--- src/cpd_map.svh ---
// Overview of operation
// - Average 2^n I/Q samples, n 0..6
// - Load RSSI target into receiver register
// - Load RSSI hysteresis into receiver register
// - Detection runs only when enable bit set
// - Bit 5: RF off before regulator off
// - Threshold: Q in 31:16, I in 15:0
// - Threshold unit is ADC LSB over 2^n
// - Card detected if either channel exceeds
// - Wait settle delay in us before averaging
`ifndef CPD_MAP_SVH
`define CPD_MAP_SVH

// ----------------------------------------------------------------------
// Register offsets
// ----------------------------------------------------------------------
`define CPD_ADDR_W 11
`define CPD_ADDR_AVG 11'h3de
`define CPD_ADDR_RSSI_TGT 11'h3e0
`define CPD_ADDR_RSSI_HYST 11'h3e2
`define CPD_ADDR_CTRL 11'h3e3
`define CPD_ADDR_THR 11'h3e6
`define CPD_ADDR_SETTLE 11'h3f7
`define CPD_ADDR_STATUS 11'h400
`define CPD_ADDR_MASK 11'h401
`define CPD_ADDR_CMD 11'h402
`define CPD_ADDR_REF 11'h404
`define CPD_ADDR_MEAS 11'h405

// ----------------------------------------------------------------------
// Fields
// ----------------------------------------------------------------------
`define CPD_CTRL_EN_BIT 7
`define CPD_CTRL_RFOFF_BIT 5
`define CPD_CMD_MEAS_BIT 0
`define CPD_CMD_CAL_BIT 1
`define CPD_STS_DET_BIT 0
`define CPD_STS_DONE_BIT 1
`define CPD_AVG_N_MAX 3'h6
`define CPD_ADC_W 12
`define CPD_SUM_W 18
`define CPD_DIFF_W 23

// ----------------------------------------------------------------------
// Reset values
// ----------------------------------------------------------------------
`define CPD_AVG_RST 3'h0
`define CPD_RSSI_TGT_RST 16'h0000
`define CPD_RSSI_HYST_RST 8'h00
`define CPD_THR_RST 32'h0000_0000
`define CPD_SETTLE_RST 16'h0014

// ----------------------------------------------------------------------
// Timing
// ----------------------------------------------------------------------
`define CPD_CLK_PERIOD_NS 4
`define CPD_DELAY_UNIT_NS 1000
`define CPD_UNIT_CYCLES ((`CPD_DELAY_UNIT_NS + `CPD_CLK_PERIOD_NS - 1) / `CPD_CLK_PERIOD_NS)

`endif

--- src/cpd_pkg.sv ---
`default_nettype none
`include "cpd_map.svh"

package cpd_pkg;

  typedef enum logic [5:0] {
    CPD_IDLE = 6'b000001,
    CPD_SETTLE = 6'b000010,
    CPD_AVG = 6'b000100,
    CPD_CMP = 6'b001000,
    CPD_FOFF = 6'b010000,
    CPD_ROFF = 6'b100000
  } cpd_state_t;

  typedef struct packed {
    cpd_state_t st;
    logic [2:0] avg_n;
    logic [15:0] rssi_tgt;
    logic [7:0] rssi_hyst;
    logic det_en;
    logic rf_off_early;
    logic [31:0] thr;
    logic [15:0] settle;
    logic [1:0] sts;
    logic [1:0] msk;
    logic [31:0] refv;
    logic calib;
    logic rf_on;
    logic reg_en;
    logic rssi_load;
    logic [31:0] rdata;
  } cpd_top_s_t;

  typedef struct packed {
    logic [6:0] cnt;
    logic [`CPD_SUM_W-1:0] sum;
    logic done;
    logic over;
    logic [15:0] avg;
  } cpd_chan_s_t;

  typedef struct packed {
    logic busy;
    logic done;
    logic [7:0] sub;
    logic [15:0] us;
  } cpd_tmr_s_t;

endpackage

`default_nettype wire

--- src/cpd_chan.sv ---
`timescale 1ns/1ns
`default_nettype none
`include "cpd_map.svh"

module cpd_chan (
  input wire logic i_clk,
  input wire logic i_arst_n,
  input wire logic i_clear,
  input wire logic i_valid,
  input wire logic [`CPD_ADC_W-1:0] i_sample,
  input wire logic [2:0] i_n,
  input wire logic [15:0] i_ref,
  input wire logic [15:0] i_thr,
  output logic o_done,
  output logic o_over,
  output logic [15:0] o_avg
);

  cpd_pkg::cpd_chan_s_t s_r;
  cpd_pkg::cpd_chan_s_t s_nxt;
  logic [6:0] target;
  logic [6:0] cnt_inc;
  logic [`CPD_SUM_W-1:0] sum_add;
  logic [`CPD_DIFF_W-1:0] sum_ext;
  logic [`CPD_DIFF_W-1:0] ref_sc;
  logic [`CPD_DIFF_W-1:0] diff;

  // ----------------------------------------------------------------------
  // Accumulate and compare in the summed domain
  // ----------------------------------------------------------------------
  always_comb begin
    s_nxt = s_r;
    target = 7'h01 << i_n;
    cnt_inc = s_r.cnt + 7'h01;
    sum_add = s_r.sum + {{(`CPD_SUM_W-`CPD_ADC_W){1'b0}}, i_sample};
    sum_ext = {{(`CPD_DIFF_W-`CPD_SUM_W){1'b0}}, sum_add};
    // Reference scaled by 2^n so the threshold counts LSB/2^n
    ref_sc = {{(`CPD_DIFF_W-16){1'b0}}, i_ref} << i_n;
    diff = (sum_ext >= ref_sc) ? (sum_ext - ref_sc) : (ref_sc - sum_ext);
    if (i_clear) begin
      s_nxt = '0;
    end else if (i_valid && !s_r.done) begin
      s_nxt.cnt = cnt_inc;
      s_nxt.sum = sum_add;
      if (cnt_inc == target) begin
        s_nxt.done = 1'b1;
        s_nxt.avg = 16'(sum_add >> i_n);
        s_nxt.over = diff > {{(`CPD_DIFF_W-16){1'b0}}, i_thr};
      end
    end
  end

  always_ff @(posedge i_clk or negedge i_arst_n) begin
    if (!i_arst_n) begin
      s_r <= '0;
    end else begin
      s_r <= s_nxt;
    end
  end

  assign o_done = s_r.done;
  assign o_over = s_r.over;
  assign o_avg = s_r.avg;

  sample_count_a: assert property (@(posedge i_clk) disable iff (!i_arst_n)
    $rose(s_r.done) |-> s_r.cnt == (7'h01 << i_n))
    else $error("average finished on wrong sample count");

endmodule // cpd_chan

`default_nettype wire

--- src/cpd_timer.sv ---
`timescale 1ns/1ns
`default_nettype none
`include "cpd_map.svh"

module cpd_timer (
  input wire logic i_clk,
  input wire logic i_arst_n,
  input wire logic i_start,
  input wire logic [15:0] i_us,
  output logic o_done
);

  localparam logic [7:0] UNIT_LAST = 8'(`CPD_UNIT_CYCLES - 1);
  localparam logic [23:0] UNIT_W = 24'(`CPD_UNIT_CYCLES);

  cpd_pkg::cpd_tmr_s_t s_r;
  cpd_pkg::cpd_tmr_s_t s_nxt;
  logic [23:0] elapsed_r;
  logic [15:0] lat_us_r;

  // ----------------------------------------------------------------------
  // Microsecond delay counter
  // ----------------------------------------------------------------------
  always_comb begin
    s_nxt = s_r;
    if (i_start) begin
      s_nxt.busy = 1'b1;
      s_nxt.done = 1'b0;
      s_nxt.sub = 8'h00;
      s_nxt.us = i_us;
    end else if (s_r.busy) begin
      if (s_r.us == 16'h0000) begin
        s_nxt.busy = 1'b0;
        s_nxt.done = 1'b1;
      end else if (s_r.sub == UNIT_LAST) begin
        s_nxt.sub = 8'h00;
        s_nxt.us = s_r.us - 16'h0001;
      end else begin
        s_nxt.sub = s_r.sub + 8'h01;
      end
    end
  end

  always_ff @(posedge i_clk or negedge i_arst_n) begin
    if (!i_arst_n) begin
      s_r <= '0;
    end else begin
      s_r <= s_nxt;
    end
  end

  assign o_done = s_r.done;

  always_ff @(posedge i_clk or negedge i_arst_n) begin
    if (!i_arst_n) begin
      elapsed_r <= 24'h000000;
      lat_us_r <= 16'h0000;
    end else if (i_start) begin
      elapsed_r <= 24'h000000;
      lat_us_r <= i_us;
    end else if (s_r.busy) begin
      elapsed_r <= elapsed_r + 24'h000001;
    end
  end

  settle_len_a: assert property (@(posedge i_clk) disable iff (!i_arst_n)
    $rose(s_r.done) |-> elapsed_r == ({8'h00, lat_us_r} * UNIT_W + 24'h000001))
    else $error("settle delay length wrong");

endmodule // cpd_timer

`default_nettype wire

--- src/cpd_top.sv ---
// Added by the designer: strobed register access.
`timescale 1ns/1ns
`default_nettype none
`include "cpd_map.svh"

module cpd_top (
  input wire logic I_CLK,
  input wire logic I_ARST_N,
  input wire logic [`CPD_ADDR_W-1:0] I_ADDR,
  input wire logic [31:0] I_WDATA,
  input wire logic I_WR,
  input wire logic I_RD,
  output logic [31:0] O_RDATA,
  input wire logic I_ADC_VALID,
  input wire logic [`CPD_ADC_W-1:0] I_ADC_I,
  input wire logic [`CPD_ADC_W-1:0] I_ADC_Q,
  output logic O_RF_FIELD_ON,
  output logic O_TX_REG_EN,
  output logic [15:0] O_RX_RSSI_TARGET,
  output logic [7:0] O_RX_RSSI_HYST,
  output logic O_RX_RSSI_LOAD,
  output logic O_CARD_DETECT,
  output logic O_IRQ
);

  cpd_pkg::cpd_top_s_t s_r;
  cpd_pkg::cpd_top_s_t s_nxt;
  logic [2:0] eff_n;
  logic tmr_start;
  logic tmr_done;
  logic chan_clr;
  logic done_i;
  logic done_q;
  logic over_i;
  logic over_q;
  logic [15:0] avg_i;
  logic [15:0] avg_q;
  logic sts_det_clr;

  // Reserved averaging code falls back to the largest legal count
  assign eff_n = (s_r.avg_n > `CPD_AVG_N_MAX) ? `CPD_AVG_N_MAX : s_r.avg_n;
  assign sts_det_clr = I_WR && (I_ADDR == `CPD_ADDR_STATUS) && I_WDATA[`CPD_STS_DET_BIT];

  // ----------------------------------------------------------------------
  // Register file, sequencer and status
  // ----------------------------------------------------------------------
  always_comb begin
    s_nxt = s_r;
    s_nxt.rssi_load = 1'b0;
    s_nxt.rdata = 32'h0000_0000;
    tmr_start = 1'b0;
    chan_clr = 1'b0;

    if (I_WR) begin
      case (I_ADDR)
        `CPD_ADDR_AVG: s_nxt.avg_n = I_WDATA[2:0];
        `CPD_ADDR_RSSI_TGT: s_nxt.rssi_tgt = I_WDATA[15:0];
        `CPD_ADDR_RSSI_HYST: s_nxt.rssi_hyst = I_WDATA[7:0];
        `CPD_ADDR_CTRL: begin
          s_nxt.det_en = I_WDATA[`CPD_CTRL_EN_BIT];
          s_nxt.rf_off_early = I_WDATA[`CPD_CTRL_RFOFF_BIT];
        end
        `CPD_ADDR_THR: s_nxt.thr = I_WDATA;
        `CPD_ADDR_SETTLE: s_nxt.settle = I_WDATA[15:0];
        `CPD_ADDR_STATUS: s_nxt.sts = s_r.sts & ~I_WDATA[1:0];
        `CPD_ADDR_MASK: s_nxt.msk = I_WDATA[1:0];
        `CPD_ADDR_REF: s_nxt.refv = I_WDATA;
        default: s_nxt.sts = s_r.sts;
      endcase
    end

    if (I_RD) begin
      case (I_ADDR)
        `CPD_ADDR_AVG: s_nxt.rdata = {29'h0000_0000, s_r.avg_n};
        `CPD_ADDR_RSSI_TGT: s_nxt.rdata = {16'h0000, s_r.rssi_tgt};
        `CPD_ADDR_RSSI_HYST: s_nxt.rdata = {24'h00_0000, s_r.rssi_hyst};
        `CPD_ADDR_CTRL: s_nxt.rdata = {24'h00_0000, s_r.det_en, 1'b0, s_r.rf_off_early, 5'h00};
        `CPD_ADDR_THR: s_nxt.rdata = s_r.thr;
        `CPD_ADDR_SETTLE: s_nxt.rdata = {16'h0000, s_r.settle};
        `CPD_ADDR_STATUS: s_nxt.rdata = {30'h0000_0000, s_r.sts};
        `CPD_ADDR_MASK: s_nxt.rdata = {30'h0000_0000, s_r.msk};
        `CPD_ADDR_CMD: s_nxt.rdata = {31'h0000_0000, s_r.st != cpd_pkg::CPD_IDLE};
        `CPD_ADDR_REF: s_nxt.rdata = s_r.refv;
        `CPD_ADDR_MEAS: s_nxt.rdata = {avg_q, avg_i};
        default: s_nxt.rdata = 32'h0000_0000;
      endcase
    end

    case (s_r.st)
      cpd_pkg::CPD_IDLE: begin
        // Commands are ignored while detection is disabled
        if (I_WR && (I_ADDR == `CPD_ADDR_CMD) && s_r.det_en) begin
          if (I_WDATA[`CPD_CMD_MEAS_BIT] || I_WDATA[`CPD_CMD_CAL_BIT]) begin
            s_nxt.calib = I_WDATA[`CPD_CMD_CAL_BIT];
            s_nxt.reg_en = 1'b1;
            s_nxt.rf_on = 1'b1;
            s_nxt.rssi_load = 1'b1;
            tmr_start = 1'b1;
            s_nxt.st = cpd_pkg::CPD_SETTLE;
          end
        end
      end
      cpd_pkg::CPD_SETTLE: begin
        if (tmr_done) begin
          chan_clr = 1'b1;
          s_nxt.st = cpd_pkg::CPD_AVG;
        end
      end
      cpd_pkg::CPD_AVG: begin
        if (done_i && done_q) begin
          s_nxt.st = cpd_pkg::CPD_CMP;
        end
      end
      cpd_pkg::CPD_CMP: begin
        if (s_r.calib) begin
          s_nxt.refv = {avg_q, avg_i};
        end else if (over_i || over_q) begin
          s_nxt.sts[`CPD_STS_DET_BIT] = 1'b1;
        end
        s_nxt.sts[`CPD_STS_DONE_BIT] = 1'b1;
        s_nxt.st = cpd_pkg::CPD_FOFF;
      end
      cpd_pkg::CPD_FOFF: begin
        // Early field drop saves the regulator from driving a dying field
        if (s_r.rf_off_early) begin
          s_nxt.rf_on = 1'b0;
        end
        s_nxt.st = cpd_pkg::CPD_ROFF;
      end
      cpd_pkg::CPD_ROFF: begin
        s_nxt.reg_en = 1'b0;
        s_nxt.rf_on = 1'b0;
        s_nxt.st = cpd_pkg::CPD_IDLE;
      end
      default: begin
        s_nxt.st = cpd_pkg::CPD_IDLE;
        s_nxt.rf_on = 1'b0;
        s_nxt.reg_en = 1'b0;
      end
    endcase
  end

  always_ff @(posedge I_CLK or negedge I_ARST_N) begin
    if (!I_ARST_N) begin
      s_r <= '0;
      s_r.st <= cpd_pkg::CPD_IDLE;
      s_r.avg_n <= `CPD_AVG_RST;
      s_r.rssi_tgt <= `CPD_RSSI_TGT_RST;
      s_r.rssi_hyst <= `CPD_RSSI_HYST_RST;
      s_r.thr <= `CPD_THR_RST;
      s_r.settle <= `CPD_SETTLE_RST;
    end else begin
      s_r <= s_nxt;
    end
  end

  // ----------------------------------------------------------------------
  // Settle timer and channel averagers
  // ----------------------------------------------------------------------
  cpd_timer u_timer (
    .i_clk(I_CLK),
    .i_arst_n(I_ARST_N),
    .i_start(tmr_start),
    .i_us(s_r.settle),
    .o_done(tmr_done)
  );

  cpd_chan u_chan_i (
    .i_clk(I_CLK),
    .i_arst_n(I_ARST_N),
    .i_clear(chan_clr),
    .i_valid(I_ADC_VALID && (s_r.st == cpd_pkg::CPD_AVG)),
    .i_sample(I_ADC_I),
    .i_n(eff_n),
    .i_ref(s_r.refv[15:0]),
    .i_thr(s_r.thr[15:0]),
    .o_done(done_i),
    .o_over(over_i),
    .o_avg(avg_i)
  );

  cpd_chan u_chan_q (
    .i_clk(I_CLK),
    .i_arst_n(I_ARST_N),
    .i_clear(chan_clr),
    .i_valid(I_ADC_VALID && (s_r.st == cpd_pkg::CPD_AVG)),
    .i_sample(I_ADC_Q),
    .i_n(eff_n),
    .i_ref(s_r.refv[31:16]),
    .i_thr(s_r.thr[31:16]),
    .o_done(done_q),
    .o_over(over_q),
    .o_avg(avg_q)
  );

  // ----------------------------------------------------------------------
  // Outputs
  // ----------------------------------------------------------------------
  assign O_RDATA = s_r.rdata;
  assign O_RF_FIELD_ON = s_r.rf_on;
  assign O_TX_REG_EN = s_r.reg_en;
  assign O_RX_RSSI_TARGET = s_r.rssi_tgt;
  assign O_RX_RSSI_HYST = s_r.rssi_hyst;
  assign O_RX_RSSI_LOAD = s_r.rssi_load;
  assign O_CARD_DETECT = s_r.sts[`CPD_STS_DET_BIT];
  assign O_IRQ = |(s_r.sts & s_r.msk);

  // ----------------------------------------------------------------------
  // Checks
  // ----------------------------------------------------------------------
  rf_early_off_a: assert property (@(posedge I_CLK) disable iff (!I_ARST_N)
    (s_r.rf_off_early && $fell(s_r.reg_en)) |-> !$past(s_r.rf_on))
    else $error("field not dropped before regulator");

  rf_joint_off_a: assert property (@(posedge I_CLK) disable iff (!I_ARST_N)
    (!s_r.rf_off_early && $fell(s_r.reg_en)) |-> $fell(s_r.rf_on))
    else $error("field and regulator not dropped together");

  disabled_idle_a: assert property (@(posedge I_CLK) disable iff (!I_ARST_N)
    (!s_r.det_en && s_r.st == cpd_pkg::CPD_IDLE) |=> s_r.st == cpd_pkg::CPD_IDLE)
    else $error("cycle started while disabled");

  rssi_tgt_load_a: assert property (@(posedge I_CLK) disable iff (!I_ARST_N)
    $rose(s_r.rf_on) |-> (O_RX_RSSI_LOAD && O_RX_RSSI_TARGET == s_r.rssi_tgt))
    else $error("rssi target not loaded at field on");

  rssi_hyst_load_a: assert property (@(posedge I_CLK) disable iff (!I_ARST_N)
    O_RX_RSSI_LOAD |-> (s_r.rf_on && O_RX_RSSI_HYST == s_r.rssi_hyst))
    else $error("rssi hysteresis not loaded with field");

  det_set_a: assert property (@(posedge I_CLK) disable iff (!I_ARST_N)
    (s_r.st == cpd_pkg::CPD_CMP && !s_r.calib && (over_i || over_q))
      |=> O_CARD_DETECT ##1 (O_CARD_DETECT || $past(sts_det_clr)))
    else $error("detection not flagged");

  det_hold_a: assert property (@(posedge I_CLK) disable iff (!I_ARST_N)
    (O_CARD_DETECT && !sts_det_clr) |=> O_CARD_DETECT)
    else $error("detection flag lost without acknowledge");

  settle_first_a: assert property (@(posedge I_CLK) disable iff (!I_ARST_N)
    (s_r.st == cpd_pkg::CPD_SETTLE && !tmr_done) |=> s_r.st == cpd_pkg::CPD_SETTLE)
    else $error("averaging started before settle delay");

  detect_cov_c: cover property (@(posedge I_CLK) disable iff (!I_ARST_N)
    $rose(O_CARD_DETECT));
  calib_cov_c: cover property (@(posedge I_CLK) disable iff (!I_ARST_N)
    s_r.st == cpd_pkg::CPD_CMP && s_r.calib);
  early_off_cov_c: cover property (@(posedge I_CLK) disable iff (!I_ARST_N)
    s_r.rf_off_early && $fell(s_r.rf_on));
  settle_cov_c: cover property (@(posedge I_CLK) disable iff (!I_ARST_N)
    s_r.st == cpd_pkg::CPD_SETTLE && tmr_done);
  joint_off_cov_c: cover property (@(posedge I_CLK) disable iff (!I_ARST_N)
    !s_r.rf_off_early && $fell(s_r.reg_en));

  // ----------------------------------------------------------------------
  // Sequencer checks
  // ----------------------------------------------------------------------
  cmd_start_a: assert property (@(posedge I_CLK) disable iff (!I_ARST_N)
    (s_r.st == cpd_pkg::CPD_IDLE && s_r.det_en && I_WR && I_ADDR == `CPD_ADDR_CMD
      && (I_WDATA[`CPD_CMD_MEAS_BIT] || I_WDATA[`CPD_CMD_CAL_BIT]))
      |=> (s_r.st == cpd_pkg::CPD_SETTLE && O_RF_FIELD_ON && O_TX_REG_EN))
    else $error("enabled command did not start a cycle");

  rssi_pulse_a: assert property (@(posedge I_CLK) disable iff (!I_ARST_N)
    O_RX_RSSI_LOAD |=> !O_RX_RSSI_LOAD)
    else $error("receiver load strobe longer than one cycle");

  avg_field_a: assert property (@(posedge I_CLK) disable iff (!I_ARST_N)
    s_r.st == cpd_pkg::CPD_AVG |-> (O_RF_FIELD_ON && O_TX_REG_EN))
    else $error("averaging without field");

  avg_wait_a: assert property (@(posedge I_CLK) disable iff (!I_ARST_N)
    (s_r.st == cpd_pkg::CPD_AVG && !(done_i && done_q)) |=> s_r.st == cpd_pkg::CPD_AVG)
    else $error("averaging left before both channels done");

  avg_exit_a: assert property (@(posedge I_CLK) disable iff (!I_ARST_N)
    (s_r.st == cpd_pkg::CPD_AVG && done_i && done_q) |=> s_r.st == cpd_pkg::CPD_CMP)
    else $error("compare not entered after averaging");

  cycle_done_a: assert property (@(posedge I_CLK) disable iff (!I_ARST_N)
    s_r.st == cpd_pkg::CPD_CMP |=> s_r.sts[`CPD_STS_DONE_BIT])
    else $error("cycle done not flagged");

  calib_quiet_a: assert property (@(posedge I_CLK) disable iff (!I_ARST_N)
    (s_r.st == cpd_pkg::CPD_CMP && s_r.calib && !O_CARD_DETECT) |=> !O_CARD_DETECT)
    else $error("calibration raised detection");

  below_thr_a: assert property (@(posedge I_CLK) disable iff (!I_ARST_N)
    (s_r.st == cpd_pkg::CPD_CMP && !over_i && !over_q && !O_CARD_DETECT) |=> !O_CARD_DETECT)
    else $error("detection raised below threshold");

  reg_after_field_a: assert property (@(posedge I_CLK) disable iff (!I_ARST_N)
    s_r.st == cpd_pkg::CPD_FOFF |=> O_TX_REG_EN)
    else $error("regulator dropped at field step");

  both_off_a: assert property (@(posedge I_CLK) disable iff (!I_ARST_N)
    s_r.st == cpd_pkg::CPD_ROFF
      |=> (!O_RF_FIELD_ON && !O_TX_REG_EN && s_r.st == cpd_pkg::CPD_IDLE))
    else $error("cycle did not end with field and regulator off");

  rdata_idle_a: assert property (@(posedge I_CLK) disable iff (!I_ARST_N)
    !$past(I_RD) |-> O_RDATA == 32'h0000_0000)
    else $error("read data outside read slot");

endmodule // cpd_top

`default_nettype wire

--- config.mk ---
export PLATFORM = sky130hd
export DESIGN_NAME = cpd_top
export DESIGN_NICKNAME = d
export VERILOG_FILES = /design/src/cpd_pkg.sv /design/src/cpd_chan.sv /design/src/cpd_timer.sv /design/src/cpd_top.sv
export VERILOG_INCLUDE_DIRS = /design/src
export SDC_FILE = /design/constraint.sdc
export NUM_CORES = 1
export LEC_CHECK = 0
export BUFFER_PORTS_ARGS = -buffer_cell sky130_fd_sc_hd__buf_4
export CORE_ASPECT_RATIO = 1.5
export CORE_MARGIN = 3
export CORE_UTILIZATION = 58
export DETAILED_ROUTE_END_ITERATION = 6
export MAX_ROUTING_LAYER = met4
export PLACE_DENSITY = 0.8
export SETUP_SLACK_MARGIN = 0.05
export SYNTH_ARGS = -nofsm -noshare
export SYNTH_HDL_FRONTEND = slang
export SYNTH_SLANG_ARGS = --single-unit
--- constraint.sdc ---
create_clock -name I_CLK -period 7.9 [get_ports I_CLK]
set_input_delay 0.79 -clock I_CLK [delete_from_list [all_inputs] [get_ports I_CLK]]
set_output_delay 0.79 -clock I_CLK [all_outputs]
set_load 0.01 [all_outputs]
Yosys cells after proc, flatten, opt, wreduce, memory -nomap -nowiden
Index checks and enable logic that the tools add are counted.
Widths: inputs -> output; s select.
{"block": "classes", "addsub": 10, "n_lt_le_gt_ge": 5, "n_eq_ne": 26, "shifts": 5, "mux": 42, "bitwise_logic": 5, "n_reduce_logical": 40}
{"cell": "$pmux 32 s11", "count": 1}
{"cell": "$mux 43", "count": 4}
{"cell": "$mux 32", "count": 4}
{"cell": "$eq 11x10->1 const B", "count": 6}
{"cell": "$eq 11x11->1 const B", "count": 5}
{"cell": "$mux 26", "count": 2}
{"cell": "$ge 18x23->1", "count": 2}
{"cell": "$gt 23x16->1", "count": 2}
{"cell": "$mux 23", "count": 2}
{"cell": "$shl 16x3->23", "count": 2}
{"cell": "$sub 18x23->23", "count": 2}
{"cell": "$sub 23x18->23", "count": 2}
{"cell": "$add 18x12->18", "count": 2}
{"cell": "$mux 18", "count": 2}
{"cell": "$mux 36", "count": 1}
{"cell": "$shr 18x3->16", "count": 2}
{"cell": "$pmux 6 s5", "count": 1}
{"cell": "$mux 24", "count": 1}
{"cell": "$mux 6", "count": 4}
{"cell": "$reduce_and 2->1", "count": 12}
{"cell": "$reduce_bool 2->1", "count": 9}
{"cell": "$logic_not 16->1", "count": 1}
{"cell": "$mux 16", "count": 1}
{"cell": "$sub 16x1->16 const B", "count": 1}
{"cell": "other kinds (31)", "count": 62}
{"block": "totals", "regBits": 267, "input_bits": 72, "output_inout_bits": 61, "word_cells": 164}

Longest topological paths before layout
Gate-level depths: netlist of run 1.
{"block": "depth", "depth_word": 9, "depth_mapped": 38, "ltp_nobuf": 34}

Cells and area by module
A second synthesis of run 1 with hierarchy kept.
{"block": "unflattened", "hier_cells": 2619, "area_unflattened_um2": 22385.2}
{"mod": "cpd_top", "instances": 1, "cells_per_inst": 677, "area_per_inst_um2": 7395.8, "seq_area_each_um2": 3882.5}
{"mod": "cpd_chan (u_chan_i)", "instances": 1, "cells_per_inst": 902, "area_per_inst_um2": 6727.7, "seq_area_each_um2": 1076.0}
{"mod": "cpd_chan (u_chan_q)", "instances": 1, "cells_per_inst": 871, "area_per_inst_um2": 6673.9, "seq_area_each_um2": 1076.0}
{"mod": "cpd_timer", "instances": 1, "cells_per_inst": 169, "area_per_inst_um2": 1587.8, "seq_area_each_um2": 650.6}

Worst setup path before layout of run 1
OpenSTA, ideal clock, no wires.
{"block": "synth_path", "path_kind": "register -> register", "start": "register s_r[147] (netlist name)", "end": "register u_chan_q.s_r, in the netlist u_chan_q.o_over", "setup_ps": 140, "t_arrival_ps": 6843, "slack_ps": 917, "path_stages_with_launch": 37, "path_buffers": 8, "synth_period_minus_slack_ps": 6983, "cell_sequence": "dfrtp_1 buf_2 clkbuf_1 clkbuf_1 buf_2 a21oi_1 clkbuf_1 clkbuf_1 mux2i_1 mux2i_1 nand2_1 ha_1 and2_1 a221oi_2 a21boi_0 o21bai_1 a21boi_0 o311a_1 o2bb2ai_2 nor2_4 buf_2 buf_2 mux2i_1 ha_1 nor2b_1 o21ai_0 nand2b_1 a21oi_1 nor2b_1 o21ai_0 nand2b_1 a21oi_1 o31ai_1 a21oi_1 o211ai_1 nor4_1 a22oi_1"}
{"block": "synth_via", "elab_chain_len": 9, "elab_cells_between_ends": 15, "classes_between": "add/sub: 2; order compare: 3; eq/ne: 1; shift: 2; mux: 5; reduce/logical: 2"}
{"element": "from (decl)", "line": "cpd_top.sv:26", "rtl": "cpd_pkg::cpd_top_s_t s_r;"}
{"element": "from (signal assigned)", "line": "cpd_top.sv:153", "rtl": "s_r <= s_nxt;"}
{"element": "$gt 3x3->1 (no source line)"}
{"element": "$mux 3 *", "line": "cpd_top.sv:41", "rtl": "assign eff_n = (s_r.avg_n > `CPD_AVG_N_MAX) ? `CPD_AVG_N_MAX : s_r.avg_n;"}
{"element": "$shl 16x3->23", "line": "cpd_chan.sv:38", "rtl": "ref_sc = {{(`CPD_DIFF_W-16){1'b0}}, i_ref} << i_n;"}
{"element": "$sub 23x18->23 (tied with other cells)", "line": "cpd_chan.sv:39", "rtl": "diff = (sum_ext >= ref_sc) ? (sum_ext - ref_sc) : (ref_sc - sum_ext);"}
{"element": "$mux 23", "line": "cpd_chan.sv:39"}
{"element": "$gt 23x16->1", "line": "cpd_chan.sv:48", "rtl": "s_nxt.over = diff > {{(`CPD_DIFF_W-16){1'b0}}, i_thr};"}
{"element": "$mux 18", "line": "cpd_chan.sv:45", "rtl": "if (cnt_inc == target) begin"}
{"element": "$mux 43", "line": "cpd_chan.sv:42", "rtl": "end else if (i_valid && !s_r.done) begin"}
{"element": "$mux 43", "line": "cpd_chan.sv:40", "rtl": "if (i_clear) begin"}
{"element": "to (signal assigned)", "line": "cpd_chan.sv:57", "rtl": "s_r <= s_nxt;"}
{"element": "to (decl)", "line": "cpd_chan.sv:19", "rtl": "cpd_pkg::cpd_chan_s_t s_r;"}
Mark *: on every way between the ends. The rest lies on a longest branch, timed or not. The select of a mux whose other input is x is not followed.
A chain may end at the register's enable or synchronous reset.

Final worst setup path of run 1
{"block": "layout_path", "start": "register s_r[148] (netlist name)", "end": "register u_chan_i.s_r, in the netlist u_chan_i.o_over"}
{"block": "layout_via", "elab_chain_len": 9, "elab_cells_between_ends": 15, "classes_between": "add/sub: 2; order compare: 3; eq/ne: 1; shift: 2; mux: 5; reduce/logical: 2"}
{"element": "$gt 3x3->1 (no source line)"}
{"element": "$mux 3 *", "line": "cpd_top.sv:41"}
{"element": "$shl 16x3->23", "line": "cpd_chan.sv:38"}
{"element": "$sub 23x18->23 (tied with other cells)", "line": "cpd_chan.sv:39"}
{"element": "$mux 23", "line": "cpd_chan.sv:39"}
{"element": "$gt 23x16->1", "line": "cpd_chan.sv:48"}
{"element": "$mux 18", "line": "cpd_chan.sv:45"}
{"element": "$mux 43", "line": "cpd_chan.sv:42"}
{"element": "$mux 43", "line": "cpd_chan.sv:40"}
{"element": "to (signal assigned)", "line": "cpd_chan.sv:57"}
{"element": "to (decl)", "line": "cpd_chan.sv:19"}
Marks and branches as above.

==> impl_results.md, run 1 <==
- Mapped Nets: between 2000 and 3000
- Clk pin slew, worst setup/hold paths: 0.06 ns
- Worst EP required: 8.35 ns
- Critical path class: reg -> reg
- Core area: about 35000 um^2
- Die Y: 239 um
- DRC violation total after the first TritonRoute iteration: 1935
- Boundary Pins: about 130
- Vias/cell: 6.64
- Peak supply drop: roughly 0.00019 V
- Row count: 84
- DRT Pass-1 Iters: 7
- Placement-stage worst setup slack: roughly 0.42 ns
- Largest net degree at the start of global routing: approximately 160
- Avg WL per Cell: about 25 um
- Final hold violation count: 0
- Grt ovf: 0
- Multi-input gate area: ~13000 um^2
- Seq/Total Area, Yosys: 0.319
- Setup bufs post-CTS: 0
- Worst Hold Class: in -> async
- Fin Hold WS: between 0.2 and 0.3 ns
- Startpoint type of the worst setup path: flop
- Fin crit share: 0.887
- PostCTS Resize Cnt: 0
- Worst rel slew slack: 0.201
- Layout cells sized above 1: 0.155
- Worst-skew pair later-pin latency: 0.58 ns
- CP max stage delay: approximately 0.57 ns
- Crit-path most repeated cell: o21ai_0
- Fin worst setup slack: 0.895 ns
- Ys async rst share: 1.00
- CTS Hold Buffers Added: 0
- Chip width: about 160 um
- Root Driver: clkbuf_16
- Die area: between 30000 and 40000 um^2
- Global-route usage over all layers: 0.386
- Hpwl dp: ~57000 um
- Clock buffer depth: 3
- Synth Cell Area: approximately 21000 um^2
- Register area: ~6700 um^2
- Post-synth EDFFs: 0
- Max Fclk: between 100 and 150 MHz
- CP endpoint kind: flop
- RD Place Congestion: approximately 1.1
- Synth Register Bits: about 270
- Critical path fanouts, max: 18
- Initial Utilization: 0.593
- Dpl cells: about 2900
- TritonCTS clock tree: yes
- Layout Skew: around 0.014 ns
- Worst r2r src: s_r[148]
- CTS sink cnt: approximately 270
- Max_cap viols: 0
- Fin Setup TNS: 0 ns
- Final min period: 7.01 ns
- Antenna Violating Nets Remaining: 0
- DR vias: ~20000
- Crit path launch: s_r[148]
- Ant diodes: 0
- Yosys warnings: 0
- Nets@finish: ~2700
- First-pass GRT wire length: about 110000 um
- Vias in the first global route: 19491
- Clock buffer count from CTS: 27
- Max-slew violations: 0
- RSZ-0062 raised after global routing: false
- Final setup viols: 0
- Initial antenna violation count: 0
- Slowest library cell on the worst path: dfrtp_2
- Arrival time worst endpoint: roughly 7.5 ns
- Post-Syn Area per Cell: 8.57 um^2
- Main flop type after synthesis: dfrtp_1
- Power per cell area: about 130 nW/um^2
- Non-Filler Instances: between 2000 and 3000
- Fill count: ~3000
- Final wirelength: between 70000 and 80000 um
- Area Growth Syn to Fin: 9.62%
- Worst-Margin Slew: ~1.2 ns
- PortBufs: roughly 130
- Status: finished with violations
- Post-synthesis cell type count: 93
- Cells after Synth: approximately 2400
- Drt drc: 7
- Leak: around 11 nW
- CTS H-tree lvls: 1
- Failing checks: DRC
==> power by group <==
part           switching [mW]  total [mW]  internal [mW]
clock                   0.585        1.34          0.755
sequential            0.00692        1.38           1.37
combinational           0.220       0.348          0.128
total                   0.812        3.07           2.25
==> layout make-up <==
cell class / count / share of cell area
multi-input cells: 1845 / 0.558
flip-flops and latches: 267 / 0.291
repair buffers: 193 / 0.0639
clock buffers: 37 / 0.0337
well taps: 473 / 0.0258
inverters: 131 / 0.0214
clock inverters: 11 / 0.00583
==> metrics by stage <==
| stage | utilization | power, mW | area [um^2] |
|---|---|---|---|
| floorplan | - | 1.59 | 21000 |
| global placement | 0.625 | 1.74 | 22100 |
| detailed placement | 0.625 | 1.75 | 22100 |
| CTS | 0.650 | 3.07 | 23000 |
| global route | 0.650 | 3.16 | 23000 |
| finish | 0.650 | 3.07 | 23000 |
==> kinds of logic after synthesis <==
group / Yosys count / share of synthesized area
flops: 267 / 0.319
simple gates: 706 / 0.157
compound gates: 700 / 0.221
xor+xnor: 90 / 0.0376
buf+inv: 334 / 0.0721
fa+ha+maj: 141 / 0.0847
mux: 208 / 0.109
==> worst max-delay path, delay by kind of cell (launching register included) <==
kind / cells / cell delay (ns)
flops: 1 / 0.57
fa+ha+maj: 3 / 1.12
compound gates: 14 / 3.12
mux: 2 / 0.77
simple gates: 6 / 0.78
xor+xnor: 1 / 0.16
buf+inv: 1 / 0.31
==> Yosys cell counts, types with 10 or more instances <==
cell type  count  share of area
a211oi_1      27         0.0097
a21o_1        44          0.016
a21oi_1      175          0.042
a221o_1       11         0.0053
a222oi_1      27          0.013
a22oi_1       29          0.010
a31oi_1       27         0.0081
and2_1        22         0.0066
and3_1        17         0.0051
buf_1         23         0.0041
buf_2         11         0.0026
buf_4         59          0.021
clkbuf_1     107          0.019
dfrtp_1      264           0.32
ha_1         121          0.072
inv_1        130          0.023
maj3_1        14         0.0067
mux2_2        91          0.049
mux2i_1      109          0.052
nand2_1      226          0.040
nand2b_1      20         0.0060
nand3_1      113          0.027
nand4_1       24         0.0072
nor2_1       170          0.030
nor2b_1       26         0.0078
nor3_1        32         0.0076
nor4_1        14         0.0042
o211ai_1      15         0.0054
o21a_1        12         0.0043
o21ai_0      188          0.045
o21bai_1      12         0.0043
o221ai_1      10         0.0042
o22ai_1       10         0.0030
o31ai_1       14         0.0050
or3_1         10         0.0030
xnor2_1       54          0.023
xor2_1        36          0.015
==> worst paths after layout <==
| path | endpoint | slack, ns | depth (start not counted) |
|---|---|---|---|
| worst max-delay path | u_chan_i.o_over | 0.89 | 27 |
| worst min-delay path | s_r[55] | 0.29 | 1 |
| worst max register to register | u_chan_i.o_over | 0.89 | 27 |
| worst min register to register | O_RF_FIELD_ON | 0.50 | 1 |
| max in group asynchronous | s_r[147] | 6.23 | 2 |
| min in group I_CLK | s_r[118] | 0.45 | 2 |
==> state kept, by name, indices dropped and copies added (netlist names) <==
signal            cells
O_RF_FIELD_ON         1
O_RDATA              32
u_timer.o_done        1
O_CARD_DETECT         1
u_chan_q.o_avg       16
u_chan_q.s_r         25
O_RX_RSSI_LOAD        1
u_chan_i.o_over       1
s_r                  95
u_chan_i.s_r         25
u_chan_i.o_done       1
O_RX_RSSI_HYST        8
u_chan_q.o_done       1
u_chan_q.o_over       1
O_RX_RSSI_TARGET     16
u_chan_i.o_avg       16
O_TX_REG_EN           1
u_timer.s_r          25
==> placed cells by master, fill, tap and decap left out, drive strengths merged, types with 17 or more instances in the layout <==
master	instances
nor3	32
dfrtp	264
nor2	171
a21o	44
clkbuf	37
nand3	113
a222oi	27
xnor2	54
nand2b	20
mux2	91
ha	121
mux2i	111
a31oi	29
a22oi	29
o21ai	197
xor2	36
nand4	24
a21oi	177
nor2b	26
buf	193
and3	17
and2	22
nand2	226
inv	133
a211oi	28
==> per-layer routing <==
layer | vias to the layer above | part of all wire | routed length (um) | GRT usage
li1 | 8846 | - | - | -
met1 | 9480 | 0.32 | 23600 | 0.368
met2 | 958 | 0.53 | 38900 | 0.705
met3 | 339 | 0.054 | 3980 | 0.0354
met4 | 0 | 0.10 | 7460 | 0.308
met5 | - | 0 | 0 | -
No activity file was read; power rests on OpenSTA's default activity.
==> run 2: changes to the inputs <==
--- a/config.mk
+++ b/config.mk
@@ -9,11 +9,12 @@
 export BUFFER_PORTS_ARGS = -buffer_cell sky130_fd_sc_hd__buf_4
 export CORE_ASPECT_RATIO = 1.5
 export CORE_MARGIN = 3
-export CORE_UTILIZATION = 58
+export CORE_UTILIZATION = 50
 export DETAILED_ROUTE_END_ITERATION = 6
 export MAX_ROUTING_LAYER = met4
-export PLACE_DENSITY = 0.8
+export PLACE_DENSITY = 0.71
 export SETUP_SLACK_MARGIN = 0.05
+export SLEW_MARGIN = 20
 export SYNTH_ARGS = -nofsm -noshare
 export SYNTH_HDL_FRONTEND = slang
 export SYNTH_SLANG_ARGS = --single-unit
==> impl_results.md, run 2 (same netlist as run 1, synthesis figures left out) <==
- Status: finished with violations
- Failing checks: DRC
- Area Growth Syn to Fin: 10.5%
- CTS sink cnt: about 270
- Reg-to-reg slack, setup: between 0.7 and 0.8 ns
- Worst-Margin Slew: 0.998 ns
- Final hold violation count: 0
- Chip width: around 170 um
- Critical path fanouts, max: 16
- Fin Hold WS: 0.263 ns
- Ant diodes: 0
- Fin Setup TNS: 0 ns
- Critical path class: reg -> reg
- Clock buffer depth: 3
- Switch Pwr: 0.867 mW
- Die Y: 257 um
- Power share of the combinational group: 0.108
- Power per cell area: between 100 and 150 nW/um^2
- Max-slew violations: 0
- DR vias: 19288
- PostCTS Resize Cnt: 0
- Vias in the first global route: between 15000 and 20000
- Clk pin slew, worst setup/hold paths: around 0.070 ns
- Max_cap viols: 0
- Drt drc: 1
- Crit-path most repeated cell: nand2_1
- Switching share of power: 0.270
- DRC violation total after the first TritonRoute iteration: between 1500 and 2000
- Grt ovf: 0
- CTS Hold Buffers Added: 0
- Max Fclk: around 140 MHz
- Largest register FFs: 95
- Die area: approximately 44000 um^2
- Commonest non-fill, non-tap cell in the layout: dfrtp_1
- Worst rel slew slack: 0.328
- CP max stage delay: slightly below 0.7 ns
- Boundary Pins: ~130
- Antenna Violating Nets Remaining: 0
- Flop pwr share: 0.429
- Root Driver: clkbuf_16
- Global-route usage over all layers: 0.327
- Setup bufs post-CTS: 0
- Core area: 41200 um^2
- Nets@finish: 2659
- Initial Utilization: 0.508
- Top reg by flops: s_r
- Worst EP required: ~8.4 ns
- Worst-skew pair later-pin latency: ~0.60 ns
- Leak: around 11 nW
- Non-Filler Instances: about 3000
- RD Place Congestion: between 1 and 1.5
- Slowest library cell on the worst path: nand2_1
- Worst Hold Class: in -> async
- FF-to-FF path depth: 28
- CTS H-tree lvls: 1
- Avg WL per Cell: 24.1 um
- Worst r2r src: s_r[148]
- Row count: 91
- Initial antenna violation count: 0
- Final min period: 7.11 ns
- Largest net degree at the start of global routing: roughly 160
- Arrival time worst endpoint: approximately 7.6 ns
- Commonest non-fill, non-tap cells in the layout: 261 x dfrtp_1, 223 x nand2_1, 188 x o21ai_0
- Final setup viols: 0
- Startpoint type of the worst setup path: flop
- PortBufs: 132
- TritonCTS clock tree: yes
- RSZ-0062 raised after global routing: false
- Clock network fraction of total power: 0.463
- P_int: approximately 2.3 mW
- DRT Pass-1 Iters: 7
- Hpwl dp: 56100 um
- Layout cells sized above 1: 0.156
- Dpl cells: approximately 3000
- RR Endpoint: u_chan_q.o_over
- CP endpoint kind: flop
- First-pass GRT wire length: ~110000 um
- Clock buffer count from CTS: 29
- Fin crit share: 0.900
- Peak supply drop: between 0.00015 and 0.0002 V
- Final wirelength: about 73000 um
- Vias/cell: between 6 and 7
- Layout Skew: around 0.015 ns
==> run 2: how the worst max path moves through the flow <==
| stage | start | endpoint | cells after the start | slack, ns |
|---|---|---|---|---|
| final | s_r[148] | u_chan_q.o_over | 28 | 0.79 |
| after detailed placement | I_ADC_Q[0] | u_chan_q.o_over | 31 | 0.41 |
| after CTS | s_r[148] | u_chan_q.o_over | 28 | 0.87 |
| after global routing | u_chan_i.s_r[18] | u_chan_i.o_over | 32 | 0.27 |
| after floorplan | s_r[147] | u_chan_q.o_over | 36 | 0.92 |
| after global placement | I_ADC_Q[0] | u_chan_q.o_over | 31 | 0.61 |
==> run 2: worst max-delay path, delay by kind of cell, from the launching register on <==
| kind | cells | cell delay, ns |
|---|---|---|
| simple gates | 7 | 1.90 |
| fa+ha+maj | 2 | 0.69 |
| flops | 1 | 0.41 |
| compound gates | 16 | 3.29 |
| xor+xnor | 1 | 0.26 |
| mux | 1 | 0.32 |
| buf+inv | 1 | 0.11 |
==> run 2: metal layers <==
layer  up-vias  track usage  part of all wire
met3       297       0.0243             0.040
met5         -            -                 0
met1      9371        0.324              0.34
met2       788        0.585              0.51
met4         0        0.263              0.10
li1       8832            -                 -
==> run 2: power by group through the flow <==
stage,clock [mW],sequential (mW),combinational (mW)
after CTS,1.50,1.38,0.344
after global routing,1.56,1.38,0.376
after detailed placement,0,1.40,0.342
after floorplan,0,1.40,0.194
final,1.49,1.38,0.346
after global placement,0,1.40,0.339
==> run 2: area by class of cell <==
| cell class | count | area, um^2 |
|---|---|---|
| repair buffers | 186 | 1420 |
| clock buffers | 33 | 771 |
| flip-flops and latches | 267 | 6690 |
| clock inverters | 21 | 258 |
| inverters | 131 | 492 |
| multi-input cells | 1845 | 12800 |
| well taps | 558 | 698 |
| fillers | 3812 | 18100 |
==> run 2: per-stage QoR <==
stage	setup WS, ns	cell area [um^2]	total power, mW	util
6_report	0.787	23200	3.21	0.562
5_1_grt	0.271	23200	3.31	0.562
4_1_cts	0.869	23100	3.22	0.562
3_5_place_dp	0.415	22100	1.75	0.537
3_3_place_gp	0.610	22100	1.74	0.536
2_1_floorplan	0.917	21000	1.59	-
